## src/logic/srp_pkg.sv

```systemverilog
// Constants, types and pin bundle for the refresh and self refresh block.
// Assumes the command pins arrive unsynchronised and the core clock is 200 MHz.
`default_nettype none
package srp_pkg;
	localparam int          CA_W           = 10;
	localparam int          MCLK_PS        = 5000;
	localparam logic [7:0]  TEMP_STATUS_MA = 8'h04;
	localparam logic [7:0]  BANK_MASK_MA   = 8'h10;
	localparam logic [7:0]  SEG_MASK_MA    = 8'h11;
	localparam logic [2:0]  REF_CODE       = 3'h4;
	localparam int          ALLBANK_BIT    = 3;
	localparam logic [3:0]  MRW_CODE       = 4'h0;
	localparam logic [2:0]  PB_LAST        = 3'h7;
	localparam logic [3:0]  PB_PER_AB      = 4'h8;
	localparam int          REFI_NS_DEF    = 3900;
	localparam int          XSR_NS_DEF     = 140;
	localparam int          RFCPB_NS_DEF   = 60;

	typedef enum logic [1:0] {
		SRP_ACTIVE,
		SRP_SELFREF,
		SRP_EXITING
	} srp_mode_t;

	typedef struct packed {
		logic            ck;
		logic            cke;
		logic            cs_n;
		logic [CA_W-1:0] ca;
	} srp_pins_t;

	typedef struct packed {
		logic        pulse;
		logic        all;
		logic [2:0]  bank;
		logic [63:0] region;
	} srp_refresh_t;
endpackage
`default_nettype wire

```

## src/logic/srp_refresh_ctl.sv

```systemverilog
// Device-side refresh, self refresh and partial-array mask logic.
// Assumes pins come from the controller's domain and the sensor code is on mclk.
`default_nettype none
module srp_refresh_ctl #(
	parameter int NUM_BANKS = 8,
	parameter int NUM_SEGS  = 8,
	parameter int REFI_NS   = srp_pkg::REFI_NS_DEF,
	parameter int XSR_NS    = srp_pkg::XSR_NS_DEF,
	parameter int RFCPB_NS  = srp_pkg::RFCPB_NS_DEF
) (
	input  wire logic               mclk,
	input  wire logic               rst_n,
	input  wire logic               ce,
	input  wire srp_pkg::srp_pins_t pins,
	input  wire logic [2:0]         temp_code,
	output logic                    self_ref,
	output logic                    int_clk_off,
	output logic                    exit_busy,
	output srp_pkg::srp_refresh_t   refresh,
	output logic [7:0]              bank_busy,
	output logic [7:0]              temperature_status_reg,
	output logic [7:0]              bank_mask_reg,
	output logic [7:0]              segment_mask_reg,
	output logic                    refresh_owed,
	output logic                    entry_error
);
	localparam int REFI_CYC  = (REFI_NS * 1000) / srp_pkg::MCLK_PS;
	localparam int XSR_CYC   = (XSR_NS * 1000 + srp_pkg::MCLK_PS - 1) / srp_pkg::MCLK_PS;
	localparam int RFCPB_CYC = (RFCPB_NS * 1000 + srp_pkg::MCLK_PS - 1) / srp_pkg::MCLK_PS;

	if (NUM_BANKS != 8 || NUM_SEGS != 8) begin : g_bad_geom
		$error("Only eight banks of eight segments are supported");
	end
	if (REFI_CYC < 1 || REFI_CYC > 65535 || XSR_CYC > 65535 || RFCPB_CYC > 255) begin : g_bad_t
		$error("Timing counts out of counter range");
	end

	typedef struct packed {
		srp_pkg::srp_mode_t    mode;
		logic                  ck_q;
		logic                  cke_prev;
		logic                  mrw_pend;
		logic [5:0]            ma_hi;
		logic [15:0]           timer;
		logic [15:0]           xsr_cnt;
		logic [7:0]            rfc_cnt;
		logic [2:0]            pb_bank;
		logic [3:0]            pb_count;
		logic                  owed;
		logic                  err;
		logic                  gated;
		logic [7:0]            busy;
		logic [7:0]            temp;
		logic [7:0]            bmask;
		logic [7:0]            smask;
		srp_pkg::srp_refresh_t ref_out;
	} state_t;

	state_t            s;
	state_t            next_s;
	srp_pkg::srp_pins_t p;

	srp_sync #(.W($bits(srp_pkg::srp_pins_t))) u_sync (
		.mclk  (mclk),
		.rst_n (rst_n),
		.d     (pins),
		.q     (p)
	);

	// Region index is bank * 8 + segment; set when both mask bits are clear
	function automatic logic [63:0] region_map(input logic [7:0] bm, input logic [7:0] sm);
		logic [63:0] r;
		r = '0;
		for (int b = 0; b < 8; b++) begin
			for (int g = 0; g < 8; g++) begin
				r[b*8+g] = !bm[b] && !sm[g];
			end
		end
		return r;
	endfunction

	function automatic logic is_ref(input srp_pkg::srp_pins_t x);
		return !x.cs_n && x.ca[2:0] == srp_pkg::REF_CODE;
	endfunction

	logic ck_rise;
	logic ck_fall;
	logic cmd_ok;
	logic ref_ab;
	logic ref_pb;
	logic sr_entry;
	logic mrw_cmd;
	logic [7:0] mrw_ma;
	logic [7:0] mrw_op;

	always_comb begin
		ck_rise  = p.ck && !s.ck_q;
		ck_fall  = !p.ck && s.ck_q;
		cmd_ok   = ck_rise && s.mode == srp_pkg::SRP_ACTIVE && s.cke_prev;
		ref_ab   = cmd_ok && p.cke && is_ref(p) && p.ca[srp_pkg::ALLBANK_BIT];
		ref_pb   = cmd_ok && p.cke && is_ref(p) && !p.ca[srp_pkg::ALLBANK_BIT];
		sr_entry = cmd_ok && !p.cke && is_ref(p);
		mrw_cmd  = cmd_ok && p.cke && !p.cs_n && p.ca[3:0] == srp_pkg::MRW_CODE;
		mrw_ma   = {s.ma_hi, p.ca[1:0]};
		mrw_op   = p.ca[9:2];
	end

	always_comb begin
		next_s               = s;
		next_s.ck_q          = p.ck;
		next_s.ref_out.pulse = 1'b0;
		next_s.temp          = {5'h00, temp_code};
		if (ck_rise) begin
			next_s.cke_prev = p.cke;
		end
		if (s.rfc_cnt != '0) begin
			next_s.rfc_cnt = s.rfc_cnt - 8'h01;
		end else begin
			next_s.busy = '0;
		end
		// Second half of a mode register write arrives on the falling edge
		if (ck_fall && s.mrw_pend) begin
			next_s.mrw_pend = 1'b0;
			if (mrw_ma == srp_pkg::BANK_MASK_MA) begin
				next_s.bmask = mrw_op;
			end
			if (mrw_ma == srp_pkg::SEG_MASK_MA) begin
				next_s.smask = mrw_op;
			end
		end
		unique case (s.mode)
			srp_pkg::SRP_ACTIVE: begin
				if (mrw_cmd) begin
					next_s.mrw_pend = 1'b1;
					next_s.ma_hi    = p.ca[9:4];
				end
				if (ref_ab) begin
					next_s.pb_bank  = '0;
					next_s.pb_count = '0;
					next_s.owed     = 1'b0;
					next_s.ref_out  = '{pulse: 1'b1, all: 1'b1, bank: '0, region: '1};
				end
				if (ref_pb) begin
					next_s.pb_bank = (s.pb_bank == srp_pkg::PB_LAST) ? '0 : s.pb_bank + 3'h1;
					next_s.busy    = 8'h01 << s.pb_bank;
					next_s.rfc_cnt = 8'(RFCPB_CYC);
					next_s.ref_out = '{pulse: 1'b1, all: 1'b0, bank: s.pb_bank,
						region: 64'hff << {s.pb_bank, 3'h0}};
					if (s.pb_count + 4'h1 >= srp_pkg::PB_PER_AB) begin
						next_s.owed     = 1'b0;
						next_s.pb_count = '0;
					end else begin
						next_s.pb_count = s.pb_count + 4'h1;
					end
				end
				if (sr_entry) begin
					next_s.mode     = srp_pkg::SRP_SELFREF;
					next_s.gated    = 1'b1;
					next_s.timer    = '0;
					next_s.mrw_pend = 1'b0;
					next_s.err      = s.owed;
				end
			end
			srp_pkg::SRP_SELFREF: begin
				// Only clock enable is looked at here
				if (s.timer == '0) begin
					next_s.timer   = 16'(REFI_CYC);
					next_s.ref_out = '{pulse: 1'b1, all: 1'b1, bank: '0,
						region: region_map(s.bmask, s.smask)};
				end else begin
					next_s.timer = s.timer - 16'h0001;
				end
				if (ck_rise && p.cke) begin
					next_s.mode    = srp_pkg::SRP_EXITING;
					next_s.gated   = 1'b0;
					next_s.xsr_cnt = 16'(XSR_CYC);
				end
			end
			srp_pkg::SRP_EXITING: begin
				if (ck_rise && !p.cke) begin
					next_s.mode  = srp_pkg::SRP_SELFREF;
					next_s.gated = 1'b1;
					next_s.timer = '0;
				end else if (s.xsr_cnt <= 16'h0001) begin
					next_s.mode     = srp_pkg::SRP_ACTIVE;
					next_s.owed     = 1'b1;
					next_s.pb_count = '0;
					next_s.cke_prev = 1'b1;
				end else begin
					next_s.xsr_cnt = s.xsr_cnt - 16'h0001;
				end
			end
			default: begin
				next_s.mode = srp_pkg::SRP_ACTIVE;
			end
		endcase
	end

	always_ff @(posedge mclk or negedge rst_n) begin
		if (!rst_n) begin
			s <= '0;
		end else if (ce) begin
			s <= next_s;
		end
	end

	assign self_ref               = s.mode == srp_pkg::SRP_SELFREF;
	assign int_clk_off            = s.gated;
	assign exit_busy              = s.mode == srp_pkg::SRP_EXITING;
	assign refresh                = s.ref_out;
	assign bank_busy              = s.busy;
	assign temperature_status_reg = s.temp;
	assign bank_mask_reg          = s.bmask;
	assign segment_mask_reg       = s.smask;
	assign refresh_owed           = s.owed;
	assign entry_error            = s.err;
endmodule
`default_nettype wire

```

## src/logic/srp_sync.sv

```systemverilog
// Two-flop synchroniser for a bundle of level inputs.
// Assumes each bit may change at any time relative to mclk.
`default_nettype none
module srp_sync #(
	parameter int W = 1
) (
	input  wire logic         mclk,
	input  wire logic         rst_n,
	input  wire logic [W-1:0] d,
	output logic      [W-1:0] q
);
	logic [W-1:0] meta;

	always_ff @(posedge mclk or negedge rst_n) begin
		if (!rst_n) begin
			meta <= '0;
			q    <= '0;
		end else begin
			meta <= d;
			q    <= meta;
		end
	end
endmodule
`default_nettype wire

```

## config.mk

```make
export PLATFORM = sky130hd
export DESIGN_NAME = srp_refresh_ctl
export DESIGN_NICKNAME = d
export VERILOG_FILES = /design/src/logic/srp_pkg.sv /design/src/logic/srp_refresh_ctl.sv /design/src/logic/srp_sync.sv
export SDC_FILE = /design/constraint.sdc
export NUM_CORES = 1
export LEC_CHECK = 0
export BUFFER_PORTS_ARGS = -buffer_cell sky130_fd_sc_hd__buf_2
export CAP_MARGIN = 10
export CORE_ASPECT_RATIO = 1.1
export CORE_MARGIN = 1.5
export CORE_UTILIZATION = 35
export DETAILED_ROUTE_END_ITERATION = 10
export GPL_TIMING_DRIVEN = 1
export PLACE_DENSITY = 0.55
export SLEW_MARGIN = 20
export SYNTH_ARGS = -nofsm -noshare
export SYNTH_HDL_FRONTEND = slang
export SYNTH_SLANG_ARGS = --single-unit
```

## constraint.sdc

```tcl
create_clock -name mclk -period 2.9 [get_ports mclk]
set_input_delay 0.145 -clock mclk [delete_from_list [all_inputs] [get_ports mclk]]
set_output_delay 0.145 -clock mclk [all_outputs]
set_load 0.05 [all_outputs]
```

# Word level (Yosys, flattened, before mapping)
# Index checks and enable logic that the tools add are counted.
[totals]
register_bits = 183
inputBits = 19
out_inout_bits = 106
word_cells = 211
[op_classes]
addsub = 5
order_cmp = 2
eq_ne = 15
shift = 2
n_mux = 42
n_reduce_logical = 122
[ops]
columns = ["operator", "count"]
rows = [
  ["$mux W69", 3],
  ["$pmux W69 S2", 1],
  ["$mux W16", 7],
  ["$logic_and A1 B1 Y1", 80],
  ["$shl A8 B6 Y64 const A", 1],
  ["$pmux W16 S3", 1],
  ["$mux W8", 5],
  ["$pmux W16 S2", 1],
  ["$sub A16 B1 Y16 const B", 2],
  ["$logic_not A1 Y1", 21],
  ["$eq A8 B5 Y1 const B", 2],
  ["$le A16 B1 Y1 const B", 1],
  ["$logic_not A16 Y1", 1],
  ["$reduce_and A4 Y1", 4],
  ["$reduce_and A3 Y1", 5],
  ["$reduce_and A5 Y1", 3],
  ["$mux W7", 2],
  ["$mux W11", 1],
  ["$mux W1", 10],
  ["$mux W5", 2],
  ["$pmux W5 S2", 1],
  ["$mux W2", 4],
  ["$ne A2 B1 Y1 const B", 4],
  ["$reduce_bool A2 Y1", 4],
  ["other kinds (19)", 22],
]

# Logic depth before layout (Yosys ltp)
[logic_depth]
ltp_word = 11
mapped_depth = 10
ltp_nobuf = 7

# By module
# From an unflattened synthesis, not the netlist that was laid out.
[unflattened]
hier_cells = 829
hier_area_um2 = 8809.7
[modules_own_cells]
columns = ["module", "instances", "cells_per_inst", "area_per_inst_um2", "seq_area_each_um2"]
rows = [
  ["srp_refresh_ctl", 1, 803, 8159.1, 3928.8],
  ["srp_sync", 1, 26, 650.6, 650.6],
]

# Worst setup path after synthesis
# Ideal clock, no wire load.
[synth_timing]
path_type = "register to register"
start = "register s[135] (netlist bit)"
end = "register s (netlist bit refresh[17])"
setup_time_ns = 0.132
arrival_ns = 1.987
slack_ns = 0.781
stages_incl_launch_ff = 11
n_path_buf = 3
synth_period_minus_slack_ns = 2.119
path_cell_list = "dfrtp_1 inv_1 ha_1 nor4b_1 nand4_1 a211o_1 buf_2 buf_2 buf_2 nand2_1 o21ai_1"
[synth_via]
elab_chain_len = 3
[synth_lines]
columns = ["item", "line", "source"]
rows = [
  ["start, declared", "srp_refresh_ctl.sv:59", "state_t s;"],
  ["start signal, assigned", "srp_refresh_ctl.sv:203", "s <= next_s;"],
  ["$logic_not A16 Y1", "srp_refresh_ctl.sv:166", "if (s.timer == '0) begin"],
  ["$ne A2 B1 Y1 (no line)", "-", ""],
  ["$reduce_and A4 Y1 (no line)", "-", ""],
]
# No other way between the ends.
# A chain may end at the register's enable or synchronous reset.

# Final worst setup path
[layout_timing]
start = "register s[135] (netlist bit)"
end = "register s (netlist bit refresh[33])"
# The elaborated chain is that of the path after synthesis.

==> flow_summary.toml <==
[timing]
fmax_ghz = 0.3845
layout_setup_ws_ns = 0.2994
skew_ns = 0.01055
hold_violations = 0
slew_headroom_pct = 51.48
period_minus_slack_ns = 2.601
fin_setup_tns_ns = 0
rsz0062_at_grt = "no"
worst_pin_slew_ns = 0.7230
period_share_pct = 89.67
drv_slew = 0
setup_viol = 0

[floorplanning]
die_w_microns = 157.8
num_rows = 62
dieArea_sq_um = 27350
fp.dieH_microns = 173.3
core_sq_um = 25990
io_pins = 125
start_util_pct = 35.50

[synth]
ys_warn_count = 0
synth_cell_type_count = 68
synth.avg_cell_area_sq_um = 9.492
async_flop_share_pct = 100.0
synth_enable_flop_cells = 0
syn_area_sq_um = 9226
netlist_instances = 972
synth_ff_type = "dfrtp_1"
yosysSeqAreaShare_pct = 49.63
ys_seq_elements = 183

[clocking]
clkLatencyLatePin_ns = 0.43
htree_levels = 4
tritoncts = "built"
numCtsBuffers = 17
ctsHoldBuffers = 17
clock_sinks = 183
cts_max_path_buffers = 2
postCtsSetupRepairBufs = 0
cts-resized-gates = 0
clk_pin_slew_worst_paths_ns = 0.07
cts_root_buf = "clkbuf_16"

[final_layout]
drive_gt1_share_pct = 20.85
nets = 1031
final_common_cell = "dfrtp_1"
seqCellArea_sq_um = 4579
syn2layout_area_growth_pct = 11.64
multi_input_area_sq_um = 3596
layout_common_cells = "183 x dfrtp_1, 118 x buf_2, 106 x nand2_1, 101 x nor2_1, 96 x o21ai_1"
antenna_cells = 0
largest_reg_flops = 69
final_util_pct = 39.63
fillerInstances = 2576
final_area_sq_um = 10300

[routing]
drt_wl_total_mm = 21.96
vias_per_cell = 4.954
ant_nets = 0
drt-wirelength-per-cell_microns = 16.10
routed-via-count = 6757
drt_iter0_markers = 371
drc = 0
first_pass_iters = 5

[power]
power_frac_comb_pct = 37.6
p_leak_nw = 4.705
max-vdd-ir-drop_uv = 392.7
intPower_w = 0.005545
clock_power_share_pct = 24.9
p_sw_w = 0.004264
swShare_pct = 43.47
seqPwrFrac_pct = 37.6
powerDensity_nw_per_um2 = 952.4

[global_route]
grt_pass1_wl_mm = 35.70
grt_max_degree = 57
antenna_found_initial = 0
grt_util_all_layers_pct = 16.70
first_global_vias = 6504
gr-total-overflow = 0

[placed_design]
dp_hpwl_mm = 15.35
dpl_cell_area_sq_um = 9514
port_buffers = 119
place.gp.congestion = 0.8054
place_ws_ns = 0.3213

[setup_path]
slowest_stage = "a211o_4"
cp.arrival_ns = 2.90
critical_path_class = "flip-flop to flip-flop"
max_stage_delay_ns = 0.57
crit_path_start_kind = "flip-flop"
cp-end-kind = "flip-flop"
crit_family = "simple AND/OR/NAND/NOR gates"
crit_fanout = 45
worst-path-buf-inv = 2
cp_cell_sequence = "inv_1, ha_1, nor4b_1, nand4_1, a211o_4, buf_4, nand2_1, o21ai_1"
cp.required_ns = 3.20

[outcome]
status = "finished, final reports clean"

[hold_path]
hold_class = "input port to flip-flop"

[run]
max_cap_viol_count = 0
[cells in the mapped netlist (3+ instances only)]
master	number	share of area, %
or4_1	9	0.73
inv_1	16	0.65
nor2b_1	3	0.20
inv_2	3	0.12
nor4_1	10	0.68
nor4b_1	4	0.38
o31ai_1	5	0.41
ha_1	13	1.8
dfrtp_1	183	50
nor2_1	102	4.1
o21ai_0	10	0.54
o41ai_1	3	0.28
a21oi_2	5	0.47
o21ai_1	96	5.2
nand2_1	106	4.3
buf_1	18	0.73
or3_1	14	0.95
buf_2	12	0.65
buf_4	101	8.2
mux2_2	5	0.61
nand4_1	5	0.34
nand3_1	13	0.71
a211o_1	3	0.28
mux2_1	25	3.1
a22o_1	10	0.95
o22ai_1	4	0.27
nor3_1	19	1.0
clkbuf_1	23	0.94
and4b_1	3	0.33
nand2b_1	4	0.27
a31oi_1	14	0.95
nor4_4	3	0.69
a21oi_1	83	4.5
[cell families (layout without fill, tap and decap cells)]
| family | after synthesis | count (layout) | share of synthesized area (%) |
|---|---|---|---|
| buffers and inverters | 176 | 212 | 11.73 |
| DFF | 183 | 183 | 49.63 |
| and+or+nand+nor | 319 | 319 | 17.41 |
| other | 1 | 5 | 0.04064 |
| muxes | 30 | 30 | 3.661 |
| adders and majority gates | 13 | 13 | 1.763 |
| xor gates and xnor gates | 1 | 1 | 0.09495 |
| AOI/OAI and AO/OA | 249 | 249 | 15.66 |
[path summary, 6_finish.rpt]
path	from	to	slack, ns	depth (start not counted)
max in group asynchronous	rst_n	s[148]	1.79	3
min in group asynchronous	rst_n	s[126]	0.26	2
hold reg to reg	u_sync.meta[6]	u_sync.q[6]	0.35	0
hold / removal	ce	s[158]	0.12	2
setup reg to reg	s[135]	refresh[33]	0.30	8
setup / recovery	s[135]	refresh[33]	0.30	8
[worst register-to-register path, cell delays in order (launching register included)]
cell	delay, ns
dfrtp_1	0.42
inv_1	0.10
ha_1	0.16
nor4b_1	0.42
nand4_1	0.28
a211o_4	0.57
buf_4	0.34
nand2_1	0.12
o21ai_1	0.07
[metal layers]
layer	routed length, microns	GRT usage, %	vias up
met4	461	5.700	0
met3	755	2.700	29
li1	-	-	3323
met1	10310	22.96	3273
met2	10430	26.63	132
met5	0	0	-
[stage by stage]
step                      hold slack (ns)  power (W)  instances
after floorplan                   -0.1506   0.006982        976
after global placement             0.1611   0.007374       1315
after detailed placement           0.1645   0.007423       1315
after CTS                         0.09602   0.009904       1364
after global routing               0.1288    0.01041       1364
final                              0.1213   0.009809       1364
[final cells by class]
| type | count | share of cell area [%] |
|---|---|---|
| Multi-Input combinational cell | 617 | 34.91 |
| Sequential cell | 183 | 44.46 |
| Inverter | 19 | 0.6924 |
| Tap cell | 352 | 4.276 |
| Clock inverter | 15 | 1.846 |
| Clock buffer | 17 | 4.130 |
| Timing Repair Buffer | 161 | 9.682 |
[power by group through the flow]
stage | Combinational (W) | Clock, W | Sequential, W
2_1_floorplan | 0.00341 | 0 | 0.00358
3_3_place_gp | 0.00364 | 0 | 0.00374
3_5_place_dp | 0.00369 | 0 | 0.00374
4_1_cts | 0.00371 | 0.00250 | 0.00369
5_1_grt | 0.00402 | 0.00260 | 0.00379
6_report | 0.00368 | 0.00244 | 0.00368
Power figures use the tool's default switching activity.
